`src/dwrb_cfg.svh`:
```
// constants of the dual wiper register bank: bus codes, field positions,
// reset values and counts; included by the design files and the test bench.
`ifndef DWRB_CFG_SVH
`define DWRB_CFG_SVH

// ==========================================================
// address byte: fixed upper nibble, then the four select pins
`define DWRB_ADDR_PREFIX   4'h5
// ==========================================================
// instruction byte: [7:4] opcode, [2] potentiometer, [1:0] index
`define DWRB_OP_MSB        7
`define DWRB_OP_LSB        4
`define DWRB_POT_BIT       2
`define DWRB_IDX_MSB       1
`define DWRB_OP_STEP       4'h2
`define DWRB_OP_RD_WIPER   4'h9
`define DWRB_OP_WR_WIPER   4'ha
`define DWRB_OP_RD_STORED  4'hb
`define DWRB_OP_WR_STORED  4'hc
`define DWRB_OP_TO_WIPER   4'hd
`define DWRB_OP_TO_STORED  4'he
// ==========================================================
// counts and values
`define DWRB_CNT_ZERO      4'h0
`define DWRB_BYTE_BITS     4'h8
`define DWRB_LAST_TX_BIT   4'h7
`define DWRB_WIPER_MIN     6'h00
`define DWRB_WIPER_MAX     6'h3f
`define DWRB_NV_INIT       6'h20
`define DWRB_RECALL_IDX    2'h0

`endif

```
`src/dwrb_pkg.sv`:
```
// types shared by the dual wiper register bank modules.
// assumes dwrb_cfg.svh is on the include path.
package dwrb_pkg;
   // ==========================================================
   // serial engine states, one-hot
   typedef enum logic [6:0] {
      DWRB_IDLE  = 7'h01,
      DWRB_ADDR  = 7'h02,
      DWRB_INSTR = 7'h04,
      DWRB_DATA  = 7'h08,
      DWRB_ACK   = 7'h10,
      DWRB_SEND  = 7'h20,
      DWRB_STEP  = 7'h40
   } dwrb_state_e;
endpackage

```
`src/dwrb_tap_decode.sv`:
```
// one-hot tap selector for one potentiometer chain.
// assumes the wiper code comes from logic on the same clock.
`timescale 1ns/1ps
`default_nettype none
`include "dwrb_cfg.svh"
module dwrb_tap_decode #(
   parameter int CODE_W = 6,
   parameter int TAPS   = 64
) (
   input  wire logic              core_clk,
   input  wire logic              rst_b,
   input  wire logic [CODE_W-1:0] code,
   output logic      [TAPS-1:0]   tap_sel
);
   // ==========================================================
   // registered decode: a single tap closed at any time
   always_ff @(posedge core_clk) begin
      if (!rst_b) begin
         tap_sel <= TAPS'(1); // low-end tap while in reset
      end else begin
         tap_sel <= TAPS'(1) << code;
      end
   end
endmodule
`default_nettype wire

```
`src/dwrb_top.sv`:
```
// dual wiper register bank: 2-wire serial slave, two wiper registers,
// eight stored settings, power-up recall and write protection.
// assumes scl, sda, write protect and address pins are asynchronous.
`timescale 1ns/1ps
`default_nettype none
`include "dwrb_cfg.svh"
module dwrb_top
   import dwrb_pkg::*;
#(
   parameter int WIPER_W = 6,
   parameter int TAPS    = 64
) (
   input  wire logic            core_clk,
   input  wire logic            rst_b,
   input  wire logic            scl_i,
   input  wire logic            sda_i,
   output logic                 sda_o,
   output logic                 sda_oe_b,
   input  wire logic            wp_b,
   input  wire logic [3:0]      addr_sel,
   output logic [TAPS-1:0]      tap_sel0,
   output logic [TAPS-1:0]      tap_sel1
);
   // ==========================================================
   // pin synchronisers and edge detect
   logic       scl_s1, scl_s2, scl_d;
   logic       sda_s1, sda_s2, sda_d;
   logic       wp_s1, wp_ok;
   logic [3:0] addr_s1, addr_s2;

   // scl is only ever sampled, never driven
   always_ff @(posedge core_clk) begin
      if (!rst_b) begin
         scl_s1  <= 1'b1;
         scl_s2  <= 1'b1;
         scl_d   <= 1'b1;
         sda_s1  <= 1'b1;
         sda_s2  <= 1'b1;
         sda_d   <= 1'b1;
         wp_s1   <= 1'b1;
         wp_ok   <= 1'b1;
         addr_s1 <= 4'h0;
         addr_s2 <= 4'h0;
      end else begin
         scl_s1  <= scl_i;
         scl_s2  <= scl_s1;
         scl_d   <= scl_s2;
         sda_s1  <= sda_i;
         sda_s2  <= sda_s1;
         sda_d   <= sda_s2;
         wp_s1   <= wp_b;
         wp_ok   <= wp_s1;
         addr_s1 <= addr_sel;
         addr_s2 <= addr_s1;
      end
   end

   logic scl_rise, scl_fall, bus_start, bus_stop;
   assign scl_rise  = scl_s2 & ~scl_d;
   assign scl_fall  = ~scl_s2 & scl_d;
   assign bus_start = scl_s2 & scl_d & sda_d & ~sda_s2;
   assign bus_stop  = scl_s2 & scl_d & ~sda_d & sda_s2;

   // ==========================================================
   // storage; stored cells start mid-scale and keep their value over rst_b
   logic [WIPER_W-1:0] wiper_reg [2];
   logic [WIPER_W-1:0] nv_mem [8] = '{default: `DWRB_NV_INIT};
   logic               recall_reg;
   dwrb_state_e state_reg, next_reg;
   logic [3:0]  cnt_reg;
   logic [7:0]  shift_reg, instr_reg;
   logic        ack_ok, byte_done;
   dwrb_state_e ack_next;
   // the instruction byte is live in shift_reg until it is acknowledged
   logic [7:0] cur_instr;
   logic [3:0] op;
   logic       pot;
   logic [1:0] idx;
   assign cur_instr = (state_reg == DWRB_INSTR) ? shift_reg : instr_reg;
   assign op  = cur_instr[`DWRB_OP_MSB:`DWRB_OP_LSB];
   assign pot = cur_instr[`DWRB_POT_BIT];
   assign idx = cur_instr[`DWRB_IDX_MSB:0];
   assign byte_done = scl_fall & (cnt_reg == `DWRB_BYTE_BITS);

   // ==========================================================
   // stored-setting writes, gated by write protect
   logic               nv_we;
   logic [WIPER_W-1:0] nv_wdata;
   assign nv_we = wp_ok & byte_done & (
      ((state_reg == DWRB_DATA) & (op == `DWRB_OP_WR_STORED)) |
      ((state_reg == DWRB_INSTR) & (op == `DWRB_OP_TO_STORED)));
   assign nv_wdata = (state_reg == DWRB_DATA) ? shift_reg[WIPER_W-1:0]
                                              : wiper_reg[pot];

   always_ff @(posedge core_clk) begin
      if (nv_we) begin
         nv_mem[{pot, idx}] <= nv_wdata;
      end
   end

   // ==========================================================
   // wiper updates: load, transfer in, or single step
   logic               wip_we, step_ev;
   logic [WIPER_W-1:0] wip_wdata, cur_w;
   assign step_ev = (state_reg == DWRB_STEP) & scl_rise;
   assign cur_w   = wiper_reg[pot];
   assign wip_we  = step_ev | (byte_done & (
      ((state_reg == DWRB_DATA) & (op == `DWRB_OP_WR_WIPER)) |
      ((state_reg == DWRB_INSTR) & (op == `DWRB_OP_TO_WIPER))));

   // stepping saturates at the chain ends instead of wrapping
   always_comb begin
      if (step_ev) begin
         if (sda_s2) begin
            wip_wdata = (cur_w == `DWRB_WIPER_MAX) ? cur_w
                                                   : cur_w + 6'h01;
         end else begin
            wip_wdata = (cur_w == `DWRB_WIPER_MIN) ? cur_w
                                                   : cur_w - 6'h01;
         end
      end else if (state_reg == DWRB_DATA) begin
         wip_wdata = shift_reg[WIPER_W-1:0];
      end else begin
         wip_wdata = nv_mem[{pot, idx}];
      end
   end

   // recall fires once, in the first cycle after reset release
   always_ff @(posedge core_clk) begin
      recall_reg <= !rst_b;
   end

   for (genvar p = 0; p < 2; p++) begin : g_pot
      always_ff @(posedge core_clk) begin
         if (!rst_b) begin
            wiper_reg[p] <= `DWRB_WIPER_MIN;
         end else if (recall_reg) begin
            wiper_reg[p] <= nv_mem[{1'(p), `DWRB_RECALL_IDX}];
         end else if (wip_we && pot == 1'(p)) begin
            wiper_reg[p] <= wip_wdata;
         end
      end
   end

   dwrb_tap_decode #(.CODE_W(WIPER_W), .TAPS(TAPS)) u_tap0 (
      .core_clk (core_clk), .rst_b (rst_b),
      .code     (wiper_reg[0]), .tap_sel (tap_sel0));
   dwrb_tap_decode #(.CODE_W(WIPER_W), .TAPS(TAPS)) u_tap1 (
      .core_clk (core_clk), .rst_b (rst_b),
      .code     (wiper_reg[1]), .tap_sel (tap_sel1));

   // ==========================================================
   // acknowledge decision for the byte just completed
   always_comb begin
      ack_ok   = 1'b0;
      ack_next = DWRB_IDLE;
      case (state_reg)
         DWRB_ADDR: begin
            ack_ok   = (shift_reg == {`DWRB_ADDR_PREFIX, addr_s2});
            ack_next = DWRB_INSTR;
         end
         DWRB_INSTR: begin
            ack_ok = 1'b1;
            case (op)
               `DWRB_OP_RD_WIPER, `DWRB_OP_RD_STORED: ack_next = DWRB_SEND;
               `DWRB_OP_WR_WIPER, `DWRB_OP_WR_STORED: ack_next = DWRB_DATA;
               `DWRB_OP_TO_WIPER:  ack_next = DWRB_IDLE;
               `DWRB_OP_TO_STORED: ack_ok   = wp_ok;
               `DWRB_OP_STEP:      ack_next = DWRB_STEP;
               default:            ack_ok   = 1'b0;
            endcase
         end
         // a refused protected write shows as a missing acknowledge
         DWRB_DATA: ack_ok = (op != `DWRB_OP_WR_STORED) | wp_ok;
         default: ack_ok = 1'b0;
      endcase
   end

   logic [7:0] tx_byte;
   assign tx_byte = {2'b00, (op == `DWRB_OP_RD_WIPER) ? cur_w
                                                      : nv_mem[{pot, idx}]};

   // ==========================================================
   // serial engine; sda only ever pulled low through the enable
   always_ff @(posedge core_clk) begin
      if (!rst_b) begin
         state_reg <= DWRB_IDLE;
         next_reg  <= DWRB_IDLE;
         cnt_reg   <= `DWRB_CNT_ZERO;
         shift_reg <= 8'h00;
         instr_reg <= 8'h00;
         sda_oe_b  <= 1'b1;
      end else if (bus_stop) begin
         state_reg <= DWRB_IDLE;
         sda_oe_b  <= 1'b1;
      end else if (bus_start) begin
         state_reg <= DWRB_ADDR;
         cnt_reg   <= `DWRB_CNT_ZERO;
         sda_oe_b  <= 1'b1;
      end else begin
         case (state_reg)
            DWRB_ADDR, DWRB_INSTR, DWRB_DATA: begin
               if (scl_rise && cnt_reg != `DWRB_BYTE_BITS) begin
                  shift_reg <= {shift_reg[6:0], sda_s2};
                  cnt_reg   <= cnt_reg + 4'h1;
               end else if (byte_done) begin
                  if (ack_ok) begin
                     sda_oe_b  <= 1'b0;
                     state_reg <= DWRB_ACK;
                     next_reg  <= ack_next;
                     if (state_reg == DWRB_INSTR) begin
                        instr_reg <= shift_reg;
                     end
                  end else begin
                     state_reg <= DWRB_IDLE;
                  end
               end
            end
            DWRB_ACK: begin
               if (scl_fall) begin
                  cnt_reg   <= `DWRB_CNT_ZERO;
                  state_reg <= next_reg;
                  if (next_reg == DWRB_SEND) begin
                     shift_reg <= tx_byte;
                     sda_oe_b  <= tx_byte[7];
                  end else begin
                     sda_oe_b  <= 1'b1;
                  end
               end
            end
            DWRB_SEND: begin
               if (scl_fall) begin
                  if (cnt_reg == `DWRB_LAST_TX_BIT) begin
                     sda_oe_b  <= 1'b1;
                     state_reg <= DWRB_IDLE;
                  end else begin
                     shift_reg <= {shift_reg[6:0], 1'b0};
                     sda_oe_b  <= shift_reg[6];
                     cnt_reg   <= cnt_reg + 4'h1;
                  end
               end
            end
            DWRB_IDLE, DWRB_STEP: state_reg <= state_reg;
            default: state_reg <= DWRB_IDLE;
         endcase
      end
   end

   // data level is always low; only the enable moves
   always_ff @(posedge core_clk) begin
      sda_o <= 1'b0;
   end
endmodule
`default_nettype wire

```
`config.mk`:
```
export PLATFORM = sky130hd
export DESIGN_NAME = dwrb_top
export DESIGN_NICKNAME = d
export VERILOG_FILES = /design/src/dwrb_pkg.sv /design/src/dwrb_tap_decode.sv /design/src/dwrb_top.sv
export VERILOG_INCLUDE_DIRS = /design/src /design/src/src
export SDC_FILE = /design/constraint.sdc
export NUM_CORES = 1
export LEC_CHECK = 0
export BUFFER_PORTS_ARGS = -buffer_cell sky130_fd_sc_hd__buf_4
export CORE_MARGIN = 5
export CORE_UTILIZATION = 45
export CTS_CLUSTER_DIAMETER = 120
export DETAILED_ROUTE_END_ITERATION = 8
export GPL_TIMING_DRIVEN = 0
export PLACE_DENSITY_LB_ADDON = 0.3
export SLEW_MARGIN = 20
export SYNTH_ARGS = -nofsm -noshare
export SYNTH_HDL_FRONTEND = slang
export SYNTH_SLANG_ARGS = --single-unit
export TNS_END_PERCENT = 100
```
`constraint.sdc`:
```
create_clock -name core_clk -period 4.3 [get_ports core_clk]
set_input_delay 0.215 -clock core_clk [delete_from_list [all_inputs] [get_ports core_clk]]
set_output_delay 0.215 -clock core_clk [all_outputs]
set_load 0.005 [all_outputs]
```
# Yosys cells after proc, flatten, opt, wreduce, memory -nomap -nowiden

Memory sizes are Yosys's and may differ from the RTL's.
Cells that the tools add are included.

Memory bits (writable): 60
Memories kept: 2
Logic and storage cells: 179
Output and inout bits: 130
Register bits: 180
Input bits: 9

Memory list:

| memory    | words | bits a word | read ports | clocked after Yosys merged registers in | write ports | line           | source |
|---|---|---|---|---|---|---|---|
| nv_mem    | 8     | 6           | 3          | 0                                       | 1           | dwrb_top.sv:67 | `` logic [WIPER_W-1:0] nv_mem [8] = '{default: `DWRB_NV_INIT}; `` |
| wiper_reg | 2     | 6           | 3          | 0                                       | 2           | dwrb_top.sv:66 | `logic [WIPER_W-1:0] wiper_reg [2];` |

Shift operators: 2
Equal/unequal tests: 38
Add/sub/neg operators: 3
Reductions and logical operators: 21
Muxes and demuxes: 58
Bitwise operators: 34

Operators with widths:

| cell                                                                | number |
|---|---|
| 1-bit by 6-bit left shift with 64-bit output (first input constant) | 2 |
| 6-bit two-way mux                                                   | 11 |
| 8-bit two-way mux                                                   | 6 |
| 7-bit two-way mux                                                   | 5 |
| 6-bit AND reduction                                                 | 5 |
| 4-bit == test (second input constant)                               | 7 |
| 7-bit case mux with 4 select lines                                  | 1 |
| 8-bit case mux with 3 select lines                                  | 1 |
| 1-bit two-way mux                                                   | 21 |
| 3-bit inequality test (second input constant)                       | 7 |
| 7-bit case mux with 3 select lines                                  | 1 |
| 4-bit two-way mux                                                   | 5 |
| 2-bit inequality test (second input constant)                       | 10 |
| 1-bit bitwise AND                                                   | 16 |
| 7-bit by 6-bit == test with 1-bit output (second input constant)    | 2 |
| 7-bit case mux with 2 select lines                                  | 1 |
| 4-bit case mux with 3 select lines                                  | 1 |
| 1-bit NOT                                                           | 10 |
| 8-bit by 7-bit == test with 1-bit output                            | 1 |
| 4-bit inequality test (second input constant)                       | 2 |
| 1-bit bitwise OR                                                    | 8 |
| 8-bit AND reduction                                                 | 1 |
| 2-bit OR reduction                                                  | 4 |
| 7-bit by 1-bit == test with 1-bit output (second input constant)    | 1 |
| other kinds (23)                                                    | 27 |

# Depth between registers and ports, before layout

Gate-level depths: netlist of the first run.

Depth after elaboration: 13
Mapped depth: 15
Depth with buffers taken out: 13

# Modules after synthesis

A second synthesis of the first run with hierarchy kept.

Cell total of the unflattened synthesis: 1055
Area total of the unflattened synthesis: 10247.3 sq um

By module, submodules not included:

| module          | seq. area each (sq um) | area an instance (sq um) | instances | cells an instance |
|---|---|---|---|---|
| dwrb_top        | 2782.7                 | 6498.7                   | 1         | 723 |
| dwrb_tap_decode | 1281.2                 | 1874.3                   | 2         | 166 |

# Least setup slack after synthesis of the first run

OpenSTA, ideal clock, no wires.

Path type: reg-to-reg
Start: reg state_reg[3]
End: mem wiper_reg[1][0], data pin
Stages on the path, launching flop included: 16
Path slack: 1.095 ns
Arrival: 2.942 ns
Path through: dfxtp_1 > buf_6 > nor4b_4 > buf_2 > nand3_1 > nand2_4 > mux2i_1 > inv_1 > ha_1 > nand3_1 > nor2_1 > mux2i_1 > mux2i_1 > xnor2_1 > o21ai_0 > o21ai_0

RTL lines:

| element                  | line            | source |
|---|---|---|
| start: declaration       | dwrb_top.sv:69  | `dwrb_state_e state_reg, next_reg;` |
| start signal: assignment | dwrb_top.sv:222 | `state_reg <= next_reg;` |
| start signal: assignment | dwrb_top.sv:243 | `DWRB_IDLE, DWRB_STEP: state_reg <= state_reg;` |
| end: declaration         | dwrb_top.sv:66  |  |

==> flow_metrics.tcl, run 1 <==
set metrics [dict create \
    status "completed" \
    multiInputGateArea_um2 3777 \
    start_util_pct 45.39 \
    hp-class "input port to register" \
    synth.top_cell.area_share_pct 37.50 \
    required_ns 4.54 \
    final.setup.worst_slack_ns 0.2595 \
    routed_wl_um 25840 \
    endpoint_kind "register" \
    fin_skew_ns 0.02254 \
    top_regs "u_tap0.tap_sel: 64 flops, u_tap1.tap_sel: 64 flops, nv_mem: 48 flops" \
    synthDistinctLibCells 80 \
    n_antenna_cell 0 \
    arrival_ns 4.28 \
    crit_fanout 10 \
    hold_depth 3 \
    fill_cells 1848 \
    total_power_mw 4.894 \
    gr-usage-met3_pct 3.783 \
    p_per_area_nw_per_um2 415.6 \
    nets 1147 \
    final_antenna_net_count 0 \
    drv_slew 0 \
    ys_seq_elements 237 \
    die-height_um 154.9 \
    dpl.cell_count 1374 \
    clock_latency_ns 0.52 \
    grtUsageTotal_pct 20.91 \
    yosysWarnings 0 \
    drt_iter0_drc 841 \
    grt_pass1_vias 7343 \
    startpoint_type "register" \
    yosysTopAreaCell "dfxtp_1" \
    peakVddDrop_mv 0.2289 \
    synth-seq-area-share_pct 56.56 \
    synth-main-ff-cell "dfxtp_1" \
    final_common_cell "nor2_1" \
    finalNonFillerCells 1426 \
    wl_per_cell_um 18.12 \
    final_cell_mix "nor2_1, dfxtp_1, buf_4" \
    maxSlewHeadroom_pct 32.63 \
    whs_ns 0.3114 \
    die_area_um2 24000 \
    worstMarginPinSlew_ns 1.003 \
    clk_path_buf_depth 3 \
    maxCapViolCount 0 \
    async_flop_share_pct 0 \
    core_area_um2 20820 \
    crit_type "register to register" \
    syn_avg_cell_area_um2 9.824 \
    routabilityCongestion 0.9917 \
    drc 0 \
    clkSlewWorstSetupHoldPaths_ns 0.07 \
    register_area_um2 5345 \
    pin_count 139 \
    top_usage_layer "met2" \
    grt_max_degree 15 \
    grtUsageMet2_pct 33.82 \
    clock_sinks 237 \
    setup_viol 0 \
    syn_to_final_growth_pct 24.59 \
    chipWidth_um 154.9 \
    hold_viol 0 \
    fin_setup_tns_ns 0 \
    dp_hpwl_um 19020 \
    row_count 53 \
    vias 7875 \
    p_leak_nw 4.661 \
    fmax_mhz 247.5 \
    final_cell_area_um2 11770 \
    finalCoreUtilization_pct 56.54 \
    synth_fp_nets 976 \
    synth_edf_count 60 \
    rsz0062_at_grt "false" \
    cts_tree "yes" \
    syn_area_um2 9450 \
    grt.met1_usage_pct 28.34 \
    dp_slack_ns 0.2223 \
    drive_gt1_share_pct 19.72 \
    root_buffer "clkbuf_16" \
    numPortBuffers 137 \
    grt.overflow.total 0 \
    firstDrtPassIters 6 \
    cts_htree_levels 1 \
    synthTopCellsByArea "dfxtp_1, edfxtp_1, nor2_1, nand2_1, mux2i_1" \
    cts_inserted_buffers 25 \
    place_area_um2 10820 \
    viasPerCell 5.522 \
    rr_worst_depth 15 \
    syn_inst 962 \
    antenna_found_initial 0 \
    grt_pass1_wl_um 40850 \
    period_needed_ns 4.040 \
    post-route-period-util_pct 93.97 \
]
[worst paths after layout]
check | startpoint | endpoint | slack, ns
worst min-delay path | rst_b | sda_s2 | 0.31
worst max-delay path | state_reg[3] | wiper_reg[1][0] | 0.26
worst max register to register | state_reg[3] | wiper_reg[1][0] | 0.26
worst min register to register | sda_s1 | sda_s2 | 0.40
[where the power goes]
group	switching [mW]	internal, mW
logic	0.252	0.121
registers	0.0220	2.32
clock network	0.860	1.32
[logic make-up after synthesis]
| logic type | after synthesis | share of synthesized area (%) |
|---|---|---|
| and+or+nand+nor | 429 | 21.87 |
| DFF | 237 | 56.56 |
| AOI/OAI and AO/OA | 172 | 12.64 |
| buffers and inverters | 77 | 3.734 |
| muxes | 33 | 3.747 |
| xor gates and xnor gates | 8 | 0.7415 |
| adders and majority gates | 5 | 0.6620 |
| other | 1 | 0.03968 |
[worst max-delay path: stages (launching register included)]
cell     delay [ns]
dfxtp_1        0.32
buf_6          0.14
nor4b_4        0.50
buf_2          0.30
nand3_1        0.16
nand2_4        0.29
mux2i_4        0.37
inv_1          0.14
ha_1           0.28
nand3_1        0.12
nor2_1         0.06
mux2i_1        0.28
mux2i_1        0.15
xnor2_1        0.16
o21ai_0        0.30
o21ai_0        0.16
[metal layers]
metal	wire length [µm]	share of wire, %	vias up
li1	-	-	3731
met1	10600	41	3675
met2	11970	46	411
met3	2483	9.6	58
met4	788	3.0	0
met5	0	0	-
[cell type report]
type	count	share of cell area, %
repair buffers	144	9.330
inverters	16	0.5101
flip-flops and latches	237	45.40
clock buffers	36	6.270
clock inverters	9	0.9989
plain buffers	61	2.487
multi-input cells	648	32.08
well taps	275	2.922
[Yosys cell counts (16+ instances only)]
cell type and number:
nor2_1 185, dfxtp_1 177, o21ai_0 35, mux2i_1 25, edfxtp_1 60, a21oi_1 39
nand2_1 74, clkbuf_1 46, nand3_1 50, nor2b_1 16, nand2b_1 19, inv_1 16
[what timing repair did]
action / CTS / global route
hold buffers: 7 / 0
setup buffers: 0 / 0
gates resized for setup: 0 / 4
endpoints found under the hold margin: 7 / 0
endpoints found under the setup margin: 0 / 4
No activity file was read; power rests on OpenSTA's default activity.
==> inputs of run 2 (changes only) <==
PLACE_DENSITY = 0.69   (was default)
PLACE_DENSITY_LB_ADDON = default   (was 0.3)
clock period = 3.9 ns   (was 4.3 ns; I/O delays follow)
==> run 2 against run 1 <==
- total power rose by 12%
- non-clock buffer count rose by 4
- combinational power rose by 10%
- register-to-register slack worse by 0.11 ns
- flip-flop and latch count unchanged
- maximum frequency increased by 7.9%
- cell count up 0.21%
- core utilization grew 0.32 points
- sequential share of layout area fell by 0.26 points
- final area is 0.57% higher
- critical path type unchanged
- setup slack worse by 0.11 ns
- largest power group unchanged
- global-route usage up 0.75 points
- largest cell class unchanged
==> flow_metrics.tcl, run 2 (synthesized netlist as in run 1, its figures left out) <==
set metrics [dict create \
    status "completed" \
    vias 7790 \
    clk_path_buf_depth 3 \
    firstDrtPassIters 8 \
    p_per_area_nw_per_um2 464.1 \
    worstMarginPinSlew_ns 0.8441 \
    wl_per_cell_um 18.70 \
    hp-class "input port to register" \
    fin_skew_ns 0.01173 \
    finalCoreUtilization_pct 56.87 \
    syn_to_final_growth_pct 25.30 \
    nets 1150 \
    maxSlewHeadroom_pct 43.72 \
    seqPwrFrac_pct 47.0 \
    period_needed_ns 3.746 \
    maxCapViolCount 0 \
    crit_fanout 10 \
    peakVddDrop_mv 0.3406 \
    grt_max_degree 15 \
    fin_setup_tns_ns 0 \
    r2r-end "wiper_reg[1][1]" \
    drc 0 \
    cts_htree_levels 1 \
    drt_iter0_drc 670 \
    crit_path_max_incr_delay_ns 0.40 \
    p_sw_share_pct 23.05 \
    rsz0062_at_grt "false" \
    crit_type "register to register" \
    grtUsageTotal_pct 21.67 \
    top_regs "u_tap0.tap_sel: 64 flops, u_tap1.tap_sel: 64 flops, nv_mem: 48 flops" \
    startpoint_type "register" \
    p_leak_nw 4.694 \
    dp_hpwl_um 19560 \
    n_antenna_cell 0 \
    cts_tree "yes" \
    final_common_cell "nor2_1" \
    crit_start "state_reg[3]" \
    clock_power_share_pct 45.5 \
    final_cell_mix "nor2_1, dfxtp_1, buf_4" \
    p_sw_mw 1.267 \
    dp_slack_ns -0.2944 \
    routed_wl_um 26730 \
    numPortBuffers 137 \
    pin_count 139 \
    die_area_um2 24000 \
    hold_viol 0 \
    row_count 53 \
    final_antenna_net_count 0 \
    antenna_found_initial 0 \
    slowest_stage "nor4b_4" \
    grt_pass1_wl_um 41740 \
    internal_power_mw 4.229 \
    clock_sinks 237 \
    post-route-period-util_pct 96.04 \
    drive_gt1_share_pct 20.28 \
    combPwrFrac_pct 7.5 \
    total_power_mw 5.495 \
    grt_pass1_vias 7590 \
    clock_latency_ns 0.52 \
    rr_worst_depth 15 \
    grt.overflow.total 0 \
    core_area_um2 20820 \
    clkSlewWorstSetupHoldPaths_ns 0.06 \
    endpoint_kind "register" \
    arrival_ns 4.01 \
    drv_slew 0 \
    crit_end "wiper_reg[1][1]" \
    cp_common_cell "mux2i_1" \
    root_buffer "clkbuf_16" \
    cts_inserted_buffers 24 \
    final.setup.worst_slack_ns 0.1543 \
    required_ns 4.16 \
    setup_viol 0 \
    die-height_um 154.9 \
    fmax_mhz 267.0 \
    start_util_pct 45.39 \
    chipWidth_um 154.9 \
    routabilityCongestion 0.9355 \
    regToRegSetupSlack_ns 0.15 \
    worstPathCellList "buf_6, nor4b_4, clkbuf_4, nand3_1, nand2_4, mux2i_4, inv_1, ha_1, nand3_1, nor2_1, mux2i_2, mux2i_1, mux2i_1, mux2i_1, o21ai_0" \
    r2r-start "state_reg[3]" \
    viasPerCell 5.451 \
]
run 2: worst min-delay path by stage:
| stage | slack, ns | endpoint | cells after the start | from |
|---|---|---|---|---|
| final | 0.30 | sda_s1 | 3 | rst_b |
| after global routing | 0.29 | scl_d | 3 | rst_b |
| after CTS | 0.28 | scl_d | 3 | rst_b |
| after detailed placement | 0.38 | sda_s1 | 2 | sda_i |
| after global placement | 0.38 | wp_s1 | 2 | wp_b |
| after floorplan | 0.30 | scl_s1 | 1 | scl_i |
run 2: through the flow:
stage,std cells,hold WS (ns),area [µm²]
floorplan,962,0.2965,9450
global placement,1374,0.3765,10820
detailed placement,1374,0.3837,10820
CTS,1427,0.2834,11810
global route,1429,0.2891,11840
finish,1429,0.3003,11840
run 2: what timing repair did:
| item | CTS | global route |
|---|---|---|
| resized for setup | 4 | 3 |
| hold endpoints to repair | 7 | 0 |
| endpoints found under the setup margin | 9 | 4 |
| pin swaps | 1 | 0 |
| cloned | 0 | 0 |
| hold buffers | 7 | 0 |
| setup buffers | 2 | 2 |
run 2: final cells by class:
cell class	instances	area, µm²
Fill cell	1845	8981
Sequential cell	237	5345
Multi-Input combinational cell	648	3791
Timing Repair Buffer	148	1129
Clock buffer	34	709.4
Tap cell	275	344.1
Buffer	61	295.3
Clock inverter	10	167.7
Inverter	16	60.06
run 2: metal layers:
| layer | part of all wire [%] | vias to the layer above | wire (µm) | track usage [%] |
|---|---|---|---|---|
| met3 | 8.2 | 53 | 2197 | 3.421 |
| met1 | 43 | 3679 | 11370 | 29.29 |
| li1 | - | 3733 | - | - |
| met5 | 0 | - | 0 | 0 |
| met2 | 46 | 325 | 12410 | 35.66 |
| met4 | 2.8 | 0 | 747 | 7.233 |
run 2: power groups by stage:
stage	combinational, mW	sequential (mW)	clock, mW
2_1_floorplan	0.271	2.63	0
3_3_place_gp	0.393	2.63	0
3_5_place_dp	0.396	2.63	0
4_1_cts	0.405	2.58	2.53
5_1_grt	0.449	2.58	2.64
6_report	0.412	2.58	2.50
run 2: critical path: cells and delay by family (launching register included):
| family | cells | cell delay, ns |
|---|---|---|
| AND/OR/NAND/NOR | 5 | 0.98 |
| flip-flops | 1 | 0.32 |
| buffers and inverters | 3 | 0.58 |
| AO/OA/AOI/OAI | 1 | 0.12 |
| adder cells (fa/ha/maj) | 1 | 0.30 |
| multiplexers | 5 | 1.17 |
